--- src/shared/acq_consts.svh ---
// What this block does
// - surface format still sends acquisition squitters
// - surface squitters stopped: start acquisition squitters
// - acquisition squitters go at one per second
// - surface state with diversity sends acquisition squitters on top antenna only
// - not inhibited: airborne/unknown always, surface conditionally
// - inhibited: only while no surveillance squitter
// - no data, or lockout in surface format, means no extended squitter
// - own vertical status into capability field
// - format commands never touch status fields
// - surveillance types: airborne position, velocity, surface
// - capability shows ground, flight status, downlink waiting
`ifndef ACQ_CONSTS_SVH
`define ACQ_CONSTS_SVH

// register byte offsets
`define REG_CTRL_OFS        8'h00
`define REG_AIRCRAFT_OFS    8'h04
`define REG_ES_ENABLE_OFS   8'h08
`define REG_STATUS_OFS      8'h0C
`define REG_ACQ_COUNT_OFS   8'h10
`define REG_ES_COUNT_OFS    8'h14

// control register fields
`define CTRL_INHIBIT_BIT    0
`define CTRL_FMT_LSB        1
`define CTRL_FMT_MSB        2
`define CTRL_LOCKOUT_BIT    3
`define CTRL_DIVERSITY_BIT  4
`define CTRL_WIDTH          5
`define CTRL_RESET          5'h00

// aircraft register fields
`define AC_AUTO_DETECT_BIT  0
`define AC_COND_LSB         1
`define AC_COND_MSB         2
`define AC_DATA_VALID_BIT   3
`define AC_FS_ALERT_BIT     4
`define AC_DR_WAITING_BIT   5
`define AC_WIDTH            6
`define AC_RESET            6'h00

// squitter type enable fields
`define ES_AIR_POS_BIT      0
`define ES_AIR_VEL_BIT      1
`define ES_SURF_POS_BIT     2
`define ES_IDENT_BIT        3
`define ES_EN_WIDTH         4
`define ES_EN_RESET         4'hF

// status register fields
`define ST_ELIGIBLE_BIT     0
`define ST_SURV_BIT         1
`define ST_REP_SURF_BIT     2
`define ST_SURF_STATE_BIT   3
`define ST_CA_LSB           4
`define ST_VS_BIT           7
`define ST_FS_LSB           8

// capability field codes
`define CA_ON_GROUND        3'h4
`define CA_AIRBORNE         3'h5
`define CA_EITHER           3'h6
`define CA_ALERT_OR_DR      3'h7

// flight status field codes
`define FS_AIR_NO_ALERT     3'h0
`define FS_GND_NO_ALERT     3'h1
`define FS_AIR_ALERT        3'h2
`define FS_GND_ALERT        3'h3
`define FS_EITHER_ALERT     3'h4

// timing
`define CLK_FREQ_HZ         50000000
`define ACQ_PERIOD_MS       1000
`define ES_PERIOD_MS        500
`define ACQ_PERIOD_CYC      (`CLK_FREQ_HZ / 1000 * `ACQ_PERIOD_MS)
`define ES_PERIOD_CYC       (`CLK_FREQ_HZ / 1000 * `ES_PERIOD_MS)

`endif

--- src/shared/acq_pkg.sv ---
package acq_pkg;

    // on-ground condition as the aircraft determines it
    typedef enum logic [1:0] {
        COND_AIRBORNE = 2'h0,
        COND_SURFACE  = 2'h1,
        COND_UNKNOWN  = 2'h2
    } ground_cond_e;

    // position_format_command values
    typedef enum logic [1:0] {
        FMT_NONE    = 2'h0,
        FMT_AIR     = 2'h1,
        FMT_SURFACE = 2'h2
    } fmt_cmd_e;

    // apb request from the master
    typedef struct packed {
        logic        psel;
        logic        penable;
        logic        pwrite;
        logic [7:0]  paddr;
        logic [31:0] pwdata;
    } apb_req_s;

    // apb answer to the master
    typedef struct packed {
        logic [31:0] prdata;
        logic        pready;
        logic        pslverr;
    } apb_rsp_s;

    // squitter scheduling outputs
    typedef struct packed {
        logic       acq_req;
        logic       es_req;
        logic       es_surface;
        logic       ant_top;
        logic       ant_bottom;
        logic [2:0] capability_field;
        logic [2:0] flight_status_field;
        logic       vertical_status_field;
    } sq_out_s;

endpackage : acq_pkg

--- src/logic/acq_rate_timer.sv ---
`timescale 1ns/1ns
// free-running period counter, one tick pulse per period
module acq_rate_timer
    import acq_pkg::*;
#(
    parameter int unsigned PERIOD = 1000,
    parameter int unsigned CW     = $clog2(PERIOD + 1)
) (
    // clock and reset
    input  wire logic pclk,
    input  wire logic presetn,
    // restart counting from zero
    input  wire logic restart,
    // one cycle at the end of each period
    output logic      tick
);

    // all state of the timer
    typedef struct packed {
        logic [CW-1:0] cnt;
        logic          tick;
    } timer_state_s;

    timer_state_s s_q;   // registered state
    timer_state_s s_d;   // next state

    localparam logic [CW-1:0] LAST = CW'(PERIOD - 1);

    // next count and tick
    always_comb begin
        s_d      = s_q;
        s_d.tick = 1'b0;
        if (restart) begin
            s_d.cnt = '0;
        end else if (s_q.cnt == LAST) begin
            // wrap and announce the period end
            s_d.cnt  = '0;
            s_d.tick = 1'b1;
        end else begin
            s_d.cnt = s_q.cnt + CW'(1);
        end
    end

    // state register
    always_ff @(posedge pclk or negedge presetn) begin
        if (!presetn) begin
            s_q <= '0;
        end else begin
            s_q <= s_d;
        end
    end

    assign tick = s_q.tick;

endmodule : acq_rate_timer

--- src/logic/acq_squitter_ctrl.sv ---
// Chosen here: register access over APB and the register addresses.
`timescale 1ns/1ns
`include "acq_consts.svh"
// acquisition squitter scheduling and antenna choice, apb controlled
module acq_squitter_ctrl
    import acq_pkg::*;
#(
    parameter int unsigned ACQ_PERIOD = `ACQ_PERIOD_CYC,
    parameter int unsigned ES_PERIOD  = `ES_PERIOD_CYC,
    parameter int unsigned CNT_W      = 16
) (
    // clock and reset
    input  wire logic     pclk,
    input  wire logic     presetn,
    // register bus
    input  wire apb_req_s apb_req,
    output apb_rsp_s      apb_rsp,
    // squitter scheduling
    output sq_out_s       sq_out
);

    // all state of the block
    typedef struct packed {
        logic [`CTRL_WIDTH-1:0]   ctrl;       // inhibit, format, lockout, diversity
        logic [`AC_WIDTH-1:0]     aircraft;   // own determinations
        logic [`ES_EN_WIDTH-1:0]  es_en;      // squitter types fitted
        logic                     eligible;   // last evaluated eligibility
        logic                     surv;       // surveillance squitter active
        logic                     rep_surf;   // surface format reported
        logic                     surf_state; // block in surface state
        logic                     ant_toggle; // diversity alternation
        logic [CNT_W-1:0]         acq_cnt;    // acquisition squitters sent
        logic [CNT_W-1:0]         es_cnt;     // extended squitters sent
        apb_rsp_s                 rsp;        // bus answer
        sq_out_s                  out;        // scheduling outputs
    } ctrl_state_s;

    ctrl_state_s s_q;    // registered state
    ctrl_state_s s_d;    // next state

    logic acq_tick;      // acquisition scheduling opportunity
    logic es_tick;       // extended squitter opportunity
    logic acq_restart;   // realign acquisition period

    // decoded fields of the persistent flags
    logic         inhibit;
    fmt_cmd_e     fmt_cmd;
    logic         lockout;
    logic         diversity;
    logic         auto_detect;
    ground_cond_e own_cond;
    ground_cond_e cond;
    logic         data_valid;
    logic         fs_alert;
    logic         dr_waiting;

    // combinational evaluation
    logic         rep_surf;
    logic         no_es;
    logic         surv;
    logic         eligible;
    logic         surf_state;
    logic [2:0]   ca_val;
    logic [2:0]   fs_val;
    logic         vs_val;
    logic         was_surface_es;

    // apb phase decode
    logic         access;
    logic         do_write;
    logic         do_read;
    logic         mapped;

    // map a byte address to a register hit, unaligned is unmapped
    function automatic logic is_reg(input logic [7:0] a, input logic [7:0] ofs);
        is_reg = (a == ofs);
    endfunction : is_reg

    // true for every address with a register behind it
    function automatic logic addr_mapped(input logic [7:0] a);
        addr_mapped = is_reg(a, `REG_CTRL_OFS)      || is_reg(a, `REG_AIRCRAFT_OFS)
                   || is_reg(a, `REG_ES_ENABLE_OFS) || is_reg(a, `REG_STATUS_OFS)
                   || is_reg(a, `REG_ACQ_COUNT_OFS) || is_reg(a, `REG_ES_COUNT_OFS);
    endfunction : addr_mapped

    // acquisition squitter period, one per second
    acq_rate_timer #(
        .PERIOD (ACQ_PERIOD),
        .CW     ($clog2(ACQ_PERIOD + 1))
    ) u_acq_timer (
        .pclk    (pclk),
        .presetn (presetn),
        .restart (acq_restart),
        .tick    (acq_tick)
    );

    // extended squitter period, two per second
    acq_rate_timer #(
        .PERIOD (ES_PERIOD),
        .CW     ($clog2(ES_PERIOD + 1))
    ) u_es_timer (
        .pclk    (pclk),
        .presetn (presetn),
        .restart (1'b0),
        .tick    (es_tick)
    );

    // field extraction from the held flags
    always_comb begin
        inhibit     = s_q.ctrl[`CTRL_INHIBIT_BIT];
        fmt_cmd     = fmt_cmd_e'(s_q.ctrl[`CTRL_FMT_MSB:`CTRL_FMT_LSB]);
        lockout     = s_q.ctrl[`CTRL_LOCKOUT_BIT];
        diversity   = s_q.ctrl[`CTRL_DIVERSITY_BIT];
        auto_detect = s_q.aircraft[`AC_AUTO_DETECT_BIT];
        own_cond    = ground_cond_e'(s_q.aircraft[`AC_COND_MSB:`AC_COND_LSB]);
        data_valid  = s_q.aircraft[`AC_DATA_VALID_BIT];
        fs_alert    = s_q.aircraft[`AC_FS_ALERT_BIT];
        dr_waiting  = s_q.aircraft[`AC_DR_WAITING_BIT];
        // without automatic detection the condition is unknown
        cond        = auto_detect ? own_cond : COND_UNKNOWN;
        // illegal code 3 counts as unknown
        if (cond != COND_AIRBORNE && cond != COND_SURFACE) begin
            cond = COND_UNKNOWN;
        end
    end

    // squitter eligibility and reported fields
    always_comb begin
        // format command picks the position format, else own condition
        unique case (fmt_cmd)
            FMT_AIR:     rep_surf = 1'b0;
            FMT_SURFACE: rep_surf = 1'b1;
            default:     rep_surf = (cond == COND_SURFACE);
        endcase
        no_es = !data_valid || (lockout && rep_surf);
        if (no_es) begin
            surv = 1'b0;
        end else if (rep_surf) begin
            surv = s_q.es_en[`ES_SURF_POS_BIT];
        end else begin
            surv = s_q.es_en[`ES_AIR_POS_BIT] || s_q.es_en[`ES_AIR_VEL_BIT];
        end
        if (!inhibit) begin
            eligible = (cond != COND_SURFACE) || !surv;
        end else begin
            eligible = !surv && !(rep_surf && !no_es);
        end
        // surface state: reporting surface or determined surface
        surf_state = rep_surf || (cond == COND_SURFACE);
        // fields below read own determination, never fmt_cmd
        if (fs_alert || dr_waiting) begin
            ca_val = `CA_ALERT_OR_DR;
        end else begin
            unique case (cond)
                COND_AIRBORNE: ca_val = `CA_AIRBORNE;
                COND_SURFACE:  ca_val = `CA_ON_GROUND;
                default:       ca_val = `CA_EITHER;
            endcase
        end
        // flight status from condition and alert
        unique case (cond)
            COND_AIRBORNE: fs_val = fs_alert ? `FS_AIR_ALERT : `FS_AIR_NO_ALERT;
            COND_SURFACE:  fs_val = fs_alert ? `FS_GND_ALERT : `FS_GND_NO_ALERT;
            default:       fs_val = fs_alert ? `FS_EITHER_ALERT : `FS_AIR_NO_ALERT;
        endcase
        vs_val = (cond == COND_SURFACE);
        // surface squitters were running and have just stopped
        was_surface_es = s_q.surv && s_q.rep_surf && !(surv && rep_surf);
    end

    // stop of surface squitters starts acquisition at once
    assign acq_restart = was_surface_es && eligible;

    // apb phases: first access cycle raises pready for the next
    always_comb begin
        access   = apb_req.psel && apb_req.penable && !s_q.rsp.pready;
        mapped   = addr_mapped(apb_req.paddr);
        do_write = access && apb_req.pwrite && mapped;
        do_read  = access && !apb_req.pwrite && mapped;
    end

    // next state of the whole block
    always_comb begin
        s_d = s_q;
        // bus answer defaults to idle
        s_d.rsp.pready  = 1'b0;
        s_d.rsp.pslverr = 1'b0;
        s_d.rsp.prdata  = 32'h0000_0000;
        // pulses last one cycle
        s_d.out.acq_req = 1'b0;
        s_d.out.es_req  = 1'b0;
        // persistent flags change only by write
        if (do_write) begin
            if (is_reg(apb_req.paddr, `REG_CTRL_OFS)) begin
                s_d.ctrl = apb_req.pwdata[`CTRL_WIDTH-1:0];
            end else if (is_reg(apb_req.paddr, `REG_AIRCRAFT_OFS)) begin
                s_d.aircraft = apb_req.pwdata[`AC_WIDTH-1:0];
            end else if (is_reg(apb_req.paddr, `REG_ES_ENABLE_OFS)) begin
                s_d.es_en = apb_req.pwdata[`ES_EN_WIDTH-1:0];
            end else begin
                // status and counters are read only, write ignored
                s_d.ctrl = s_q.ctrl;
            end
        end
        // answer one cycle after the first access cycle
        if (access) begin
            s_d.rsp.pready  = 1'b1;
            s_d.rsp.pslverr = !mapped;
        end
        // read mux, bits above each field read zero
        if (do_read) begin
            if (is_reg(apb_req.paddr, `REG_CTRL_OFS)) begin
                s_d.rsp.prdata = {27'h0, s_q.ctrl};
            end else if (is_reg(apb_req.paddr, `REG_AIRCRAFT_OFS)) begin
                s_d.rsp.prdata = {26'h0, s_q.aircraft};
            end else if (is_reg(apb_req.paddr, `REG_ES_ENABLE_OFS)) begin
                s_d.rsp.prdata = {28'h0, s_q.es_en};
            end else if (is_reg(apb_req.paddr, `REG_STATUS_OFS)) begin
                s_d.rsp.prdata = {21'h0, s_q.out.flight_status_field,
                                  s_q.out.vertical_status_field,
                                  s_q.out.capability_field, s_q.surf_state,
                                  s_q.rep_surf, s_q.surv, s_q.eligible};
            end else if (is_reg(apb_req.paddr, `REG_ACQ_COUNT_OFS)) begin
                s_d.rsp.prdata = 32'(s_q.acq_cnt);
            end else begin
                s_d.rsp.prdata = 32'(s_q.es_cnt);
            end
        end
        // tracked evaluation, shown in status
        s_d.surv       = surv;
        s_d.rep_surf   = rep_surf;
        s_d.surf_state = surf_state;
        s_d.eligible   = eligible;
        // status fields follow own determination continuously
        s_d.out.capability_field      = ca_val;
        s_d.out.flight_status_field   = fs_val;
        s_d.out.vertical_status_field = vs_val;
        if ((acq_tick && eligible) || acq_restart) begin
            s_d.out.acq_req = 1'b1;
            s_d.acq_cnt     = s_q.acq_cnt + CNT_W'(1);
            if (!diversity) begin
                // single antenna installation
                s_d.out.ant_top    = 1'b0;
                s_d.out.ant_bottom = 1'b1;
            end else if (surf_state) begin
                s_d.out.ant_top    = 1'b1;
                s_d.out.ant_bottom = 1'b0;
            end else begin
                // airborne diversity alternates antennas
                s_d.out.ant_top    = !s_q.ant_toggle;
                s_d.out.ant_bottom = s_q.ant_toggle;
                s_d.ant_toggle     = !s_q.ant_toggle;
            end
        end
        // surveillance squitters at two per second when active
        if (es_tick && surv) begin
            s_d.out.es_req = 1'b1;
            s_d.es_cnt     = s_q.es_cnt + CNT_W'(1);
        end
        // format carried with each extended squitter
        s_d.out.es_surface = rep_surf;
    end

    // state register, control and aircraft flags clear at reset, squitter type enables set
    always_ff @(posedge pclk or negedge presetn) begin
        if (!presetn) begin
            s_q          <= '0;
            s_q.ctrl     <= `CTRL_RESET;
            s_q.aircraft <= `AC_RESET;
            s_q.es_en    <= `ES_EN_RESET;
            s_q.out.ant_bottom <= 1'b1;
        end else begin
            s_q <= s_d;
        end
    end

    // outputs straight from flops
    assign apb_rsp = s_q.rsp;
    assign sq_out  = s_q.out;

endmodule : acq_squitter_ctrl

--- config.mk ---
export PLATFORM = sky130hd
export DESIGN_NAME = acq_squitter_ctrl
export DESIGN_NICKNAME = d
export VERILOG_FILES = /design/src/shared/acq_pkg.sv /design/src/logic/acq_rate_timer.sv /design/src/logic/acq_squitter_ctrl.sv
export VERILOG_INCLUDE_DIRS = /design/src /design/src/shared
export SDC_FILE = /design/constraint.sdc
export NUM_CORES = 1
export LEC_CHECK = 0
export BUFFER_PORTS_ARGS = -buffer_cell sky130_fd_sc_hd__buf_2
export CORE_MARGIN = 2
export CORE_UTILIZATION = 37
export CTS_CLUSTER_DIAMETER = 120
export DETAILED_ROUTE_END_ITERATION = 10
export PLACE_DENSITY = 0.57
export SLEW_MARGIN = 20
export SYNTH_ARGS = -nofsm -noshare
export SYNTH_HDL_FRONTEND = slang
export SYNTH_SLANG_ARGS = --single-unit
--- constraint.sdc ---
create_clock -name pclk -period 2.9 [get_ports pclk]
set_input_delay 0.29 -clock pclk [delete_from_list [all_inputs] [get_ports pclk]]
set_output_delay 0.29 -clock pclk [all_outputs]
set_load 0.005 [all_outputs]
**Word-level counts from Yosys, hierarchy flattened**

Cells that the tools add are included.

- Register bits: 150

- Add/sub/neg operators: 4
- Eq/ne operators: 12
- Multiplexer cells: 29
- Bitwise operators: 3
- Reduce and logical (&&, ||, !) cells: 43

Operators by type and width:

| operator | number |
|---|---|
| $mux 16 | 6 |
| $mux 26 | 2 |
| $add 16x1->16 const B | 2 |
| $add 26x1->26 const B | 1 |
| $eq 26x26->1 const B | 1 |
| $add 25x1->25 const B | 1 |
| $eq 25x25->1 const B | 1 |
| $mux 25 | 1 |
| $eq 8x4->1 const B | 2 |
| $eq 8x5->1 const B | 2 |
| $logic_and 1x1->1 | 16 |
| $mux 2 | 8 |
| $logic_or 1x1->1 | 11 |
| $logic_not 1->1 | 9 |
| $eq 8x3->1 const B | 1 |
| $logic_not 8->1 | 1 |
| $mux 1 | 8 |
| $pmux 3 s2 | 1 |
| $reduce_and 3->1 | 2 |
| $eq 2x1->1 const B | 2 |
| $ne 2x1->1 const B | 2 |
| $pmux 2 s2 | 1 |
| $reduce_and 4->1 | 1 |
| $mux 3 | 1 |
| 6 further kinds | 8 |

**Longest topological paths before layout**

- Depth after elaboration: 16
- Gate-level depth with buffers: 10
- Gate-level depth less buffers: 10

**Modules after synthesis**

From an unflattened synthesis, not the netlist that was laid out.

- Cells, all modules: 667
- Area, all modules: 7,009.2 µm²

By module, submodules not included:

| module | instances | cells an instance | area each (µm²) |
|---|---|---|---|
| acq_squitter_ctrl | 1 | 386 | 4,241.6 |
| acq_rate_timer at u_es_timer | 1 | 141 | 1,397.6 |
| acq_rate_timer at u_acq_timer | 1 | 140 | 1,370.1 |

**Worst setup path after synthesis**

OpenSTA, ideal clock, no wires.

- Path kind: register to register
- Start point: register s_q (netlist bit fmt_cmd[0])
- End point: register s_q[63] (netlist name)
- Arrival time: 2,285 ps
- Data required time: 2,775 ps
- Path slack: 490 ps
- Cell stages (with the launch flop): 9
- Path buffers: 1
- Clock period less this slack: 2,410 ps
- Cells stage by stage: dfrtp_1 -> inv_1 -> ha_1 -> and4b_1 -> or2_2 -> and2_1 -> o311ai_4 -> buf_4 -> mux2_2

- Word-level cells in the longest chain between the ends: 11
- Elaborated cells on any way between the ends: 20

RTL lines:

| item | line | RTL |
|---|---|---|
| start, declared | acq_squitter_ctrl.sv:38 | `ctrl_state_s s_q;` |
| $eq 2x2->1 / $eq 2x1->1 (equally long branches) | acq_squitter_ctrl.sv:130 | `unique case (fmt_cmd)` |
| $pmux 1 s2 (*) | acq_squitter_ctrl.sv:130 |  |
| named net rep_surf | acq_squitter_ctrl.sv:58 | `logic rep_surf;` |
| $logic_and 1x1->1 | acq_squitter_ctrl.sv:135 | `no_es = !data_valid \|\| (lockout && rep_surf);` |
| $logic_or 1x1->1 | acq_squitter_ctrl.sv:135 |  |
| $logic_not 1->1 | acq_squitter_ctrl.sv:146 | `eligible = !surv && !(rep_surf && !no_es);` |
| $logic_and 1x1->1 | acq_squitter_ctrl.sv:146 |  |
| $logic_not 1->1 | acq_squitter_ctrl.sv:146 |  |
| $logic_and 1x1->1 | acq_squitter_ctrl.sv:146 |  |
| $mux 1 | acq_squitter_ctrl.sv:143 | `if (!inhibit) begin` |
| $logic_and 1x1->1, on equally long branches | acq_squitter_ctrl.sv:238, acq_squitter_ctrl.sv:172 |  |
| $logic_or 1x1->1 (*) | acq_squitter_ctrl.sv:238 | `if ((acq_tick && eligible) \|\| acq_restart) begin` |

Mark *: on every way through the listed nets, which the timed path passes. The rest lies on a longest branch.
A chain may end at the register's enable or synchronous reset.

**Worst setup path after layout**

- Start point: register s_q (netlist bit fmt_cmd[0])
- End point: register s_q[74] (netlist name)

The elaborated chain is that of the path after synthesis.

==> flow_summary.toml <==
[logic_synthesis]
post_synth_most_frequent_cells = "sky130_fd_sc_hd__dfrtp_1 (128), sky130_fd_sc_hd__nor2_1 (79), sky130_fd_sc_hd__xor2_1 (50)"
portion_of_the_post_synthesis_area_used_by_sequential_elements_pct = 51.3
synthFlopType = "sky130_fd_sc_hd__dfrtp_1"
synth.yosys.warnings = 0
area_of_the_mapped_netlist_sq_um = 6500
synthDominantAreaCellType = "sky130_fd_sc_hd__dfrtp_1"
post_synth_num_cell_types = 59
synth_seq_cells = 133
yosys-top-cells-area = "sky130_fd_sc_hd__dfrtp_1 (49%), sky130_fd_sc_hd__xor2_1 (6.7%), sky130_fd_sc_hd__buf_4 (5.5%), sky130_fd_sc_hd__nor2_1 (4.6%), sky130_fd_sc_hd__mux2_2 (3.6%)"
synth.avg_cell_area_sq_um = 10.4
synth_top_area_share_pct = 49.2
post-synth-top-count-cell = "sky130_fd_sc_hd__dfrtp_1"
share_of_flip_flops_with_an_asynchronous_set_or_reset_after_synthesis_pct = 100
synth-edff-count = 0
synthCells = 624

[sta]
timing_hold_violations_final = 0
rsz0062_at_grt = "no"
drv_slew = 0
finalSetupViolations = 0
accumulated_negative_setup_slack_ns = 0
period_needed_ns = 2.54
fin_skew_ns = 0.00731
tightestPinTransition_ns = 0.672
slew_headroom_pct = 54.8
layout_worst_path_cycle_share_pct = 87.6
max_freq_ghz = 0.394

[worst_setup_path]
worst_setup_path_start_kind = "flop"
worstReg2RegStart = "fmt_cmd[0]$_DFFE_PN0P_"
timing.critical_path.required_ns = 3.23
setup.worst_path.class = "reg2reg"
critPathArrivalTime_ns = 2.88
r2r_slack_ns = 0.36
crit_path_end_kind = "flop"
timing.critical_path.fanout_max = 19
worst_setup_path_startpoint = "fmt_cmd[0]$_DFFE_PN0P_"
timing.rr.end = "s_q[74]$_DFFE_PN0P_"
r2r_cells = 9

[worst_hold_path]
launch_point_of_the_worst_hold_path = "apb_req[5]"
worstHoldPathType = "in2reg"
min_path_cells = 2
worstHoldEndpoint = "dr_waiting$_DFFE_PN0P_"

[floorplan]
io_pins = 91
design.core.area_sq_um = 17200
floorplan.die.width_um = 137
num_rows = 48
initial_core_util_pct = 37.7
dieArea_sq_um = 18700
die_y_um = 137

[routing]
detail_route.first_pass.iterations = 4
post_dr_vias_cell = 4.91
routed-via-count = 4379
initialDrtViolationCount = 212
drc_errors = 0
postRouteWirelength_um = 12300
route.detailed.wl_per_inst_um = 13.7
route.antenna.remaining_nets = 0

[clock_tree]
clock_tree.buffer_depth = 2
worst_skew_pair.late_latency_ns = 0.41
hold_buffers = 1
number_of_setup_buffers_added_after_cts = 0
postCtsResizedCells = 0
htreeDepth = 4
tritoncts_clock_tree = "done"
clkTransAtPathRegs_ns = 0.06
clock-sinks = 133
root_buffer = "sky130_fd_sc_hd__clkbuf_16"
cts_inserted_buffers = 17

[final_layout]
layout-drive-gt1-share_pct = 18.0
layout-area-overhead-vs-synth_pct = 14.2
antenna-diode-count = 0
design.final.nets = 705
stdcell_count = 892
postLayoutCellArea_sq_um = 7420

[global_routing]
initial_antenna_violation_count = 0
grt_first_pass_wirelength_um = 21500
global_route.overflow_total = 0
maximum_number_of_pins_on_one_net_before_global_route_repair = 59
via_count_of_the_first_global_routing_pass = 4452
grt_usage_pct = 14.6

[placement]
numPlacedInstances = 860
port_buffers = 48
detailed_place_hpwl_um = 8700
placed_area_sq_um = 6740
gp_congestion = 0.820

[flow_run]
max_cap_viol_count = 0

[status]
status = "finished clean"

[power_and_ir_drop]
power_per_cell_area_nw_per_um2 = 593
max-vdd-ir-drop_v = 0.000467
total_leakage_power_nw = 3.49
-- placed cells by master, fill, tap and decap left out, types with 5 or more instances in the layout --
master	count
sky130_fd_sc_hd__o21ai_0	8
sky130_fd_sc_hd__nor4_1	7
sky130_fd_sc_hd__clkbuf_16	17
sky130_fd_sc_hd__o22ai_1	5
sky130_fd_sc_hd__and3_1	15
sky130_fd_sc_hd__xnor2_1	26
sky130_fd_sc_hd__buf_2	47
sky130_fd_sc_hd__mux2_2	21
sky130_fd_sc_hd__nor2_1	79
sky130_fd_sc_hd__ha_1	5
sky130_fd_sc_hd__nand3_1	39
sky130_fd_sc_hd__xor2_1	50
sky130_fd_sc_hd__buf_4	9
sky130_fd_sc_hd__mux2i_1	10
sky130_fd_sc_hd__nor2b_1	5
sky130_fd_sc_hd__dfstp_2	5
sky130_fd_sc_hd__nor3_1	19
sky130_fd_sc_hd__nand4_1	17
sky130_fd_sc_hd__conb_1	17
sky130_fd_sc_hd__nand2_1	41
sky130_fd_sc_hd__a22oi_1	12
sky130_fd_sc_hd__dfrtp_1	128
sky130_fd_sc_hd__a21oi_1	6
sky130_fd_sc_hd__and2_1	5
sky130_fd_sc_hd__bufinv_16	6
sky130_fd_sc_hd__inv_1	15
-- stage by stage --
| stage | setup slack (ns) | hold WS (ns) | power [mW] | util (%) |
|---|---|---|---|---|
| CTS | 0.359 | 0.0941 | 4.46 | 43.1 |
| floorplan | 0.490 | -0.00559 | 1.95 | - |
| finish | 0.359 | 0.110 | 4.40 | 43.1 |
| global route | 0.123 | 0.104 | 4.56 | 43.1 |
| detailed placement | 0.406 | 0.360 | 2.00 | 39.1 |
| global placement | 0.418 | 0.357 | 2.00 | 39.1 |
-- logic make-up (layout without fill, tap and decap cells) --
group,Yosys count,count (layout),share of synthesized area (%)
xor gates and xnor gates,76,76,10.2
DFF,133,133,51.3
adders and majority gates,5,5,0.962
and+or+nand+nor,253,253,19.6
buffers and inverters,77,105,7.43
muxes,31,31,5.18
AOI/OAI and AO/OA,47,47,5.19
other,2,17,0.115
-- state kept, by name, indices dropped and copies added (netlist names), 2 cells and up --
signal           flops
u_es_timer.s_q      25
sq_out              11
u_acq_timer.s_q     26
fmt_cmd              2
own_cond             2
apb_rsp             18
s_q                 40
-- critical path, stage by stage, from the launching register on --
cell and delay (ns):
sky130_fd_sc_hd__dfrtp_1 0.36, sky130_fd_sc_hd__inv_1 0.05, sky130_fd_sc_hd__ha_1 0.30, sky130_fd_sc_hd__and4b_1 0.21, sky130_fd_sc_hd__or2_2 0.31, sky130_fd_sc_hd__nor3_1 0.33
sky130_fd_sc_hd__o311ai_4 0.14, sky130_fd_sc_hd__buf_4 0.22, sky130_fd_sc_hd__nor4_1 0.37, sky130_fd_sc_hd__xor2_1 0.17
-- report_power, final --
group	leakage, nW	total (mW)	internal [mW]	switching [mW]
clock	0.320	2.43	1.68	0.758
combinational	1.37	0.0980	0.0276	0.0704
sequential	1.80	1.87	1.86	0.00472
-- final cells by class --
class | count | area, sq um
inverters | 16 | 60.1
well taps | 225 | 282
flip-flops and latches | 133 | 3330
repair buffers | 58 | 333
clock inverters | 8 | 195
multi-input cells | 429 | 2740
fillers | 1606 | 9810
clock buffers | 23 | 478
-- how the worst max path moves through the flow --
stage,cells after the start,endpoint
3_3_place_gp,9,s_q[77]$_DFFE_PN0P_
5_1_grt,9,s_q[74]$_DFFE_PN0P_
6_report,9,s_q[74]$_DFFE_PN0P_
4_1_cts,9,s_q[74]$_DFFE_PN0P_
2_1_floorplan,8,s_q[63]$_DFFE_PN0P_
3_5_place_dp,9,s_q[70]$_DFFE_PN0P_
-- layer usage --
layer	GRT usage [%]	wire length [um]
met1	18.8	5640
met2	23.5	5830
met3	3.30	514
met4	6.66	272
met5	0	0
Power figures use the tool's default switching activity.
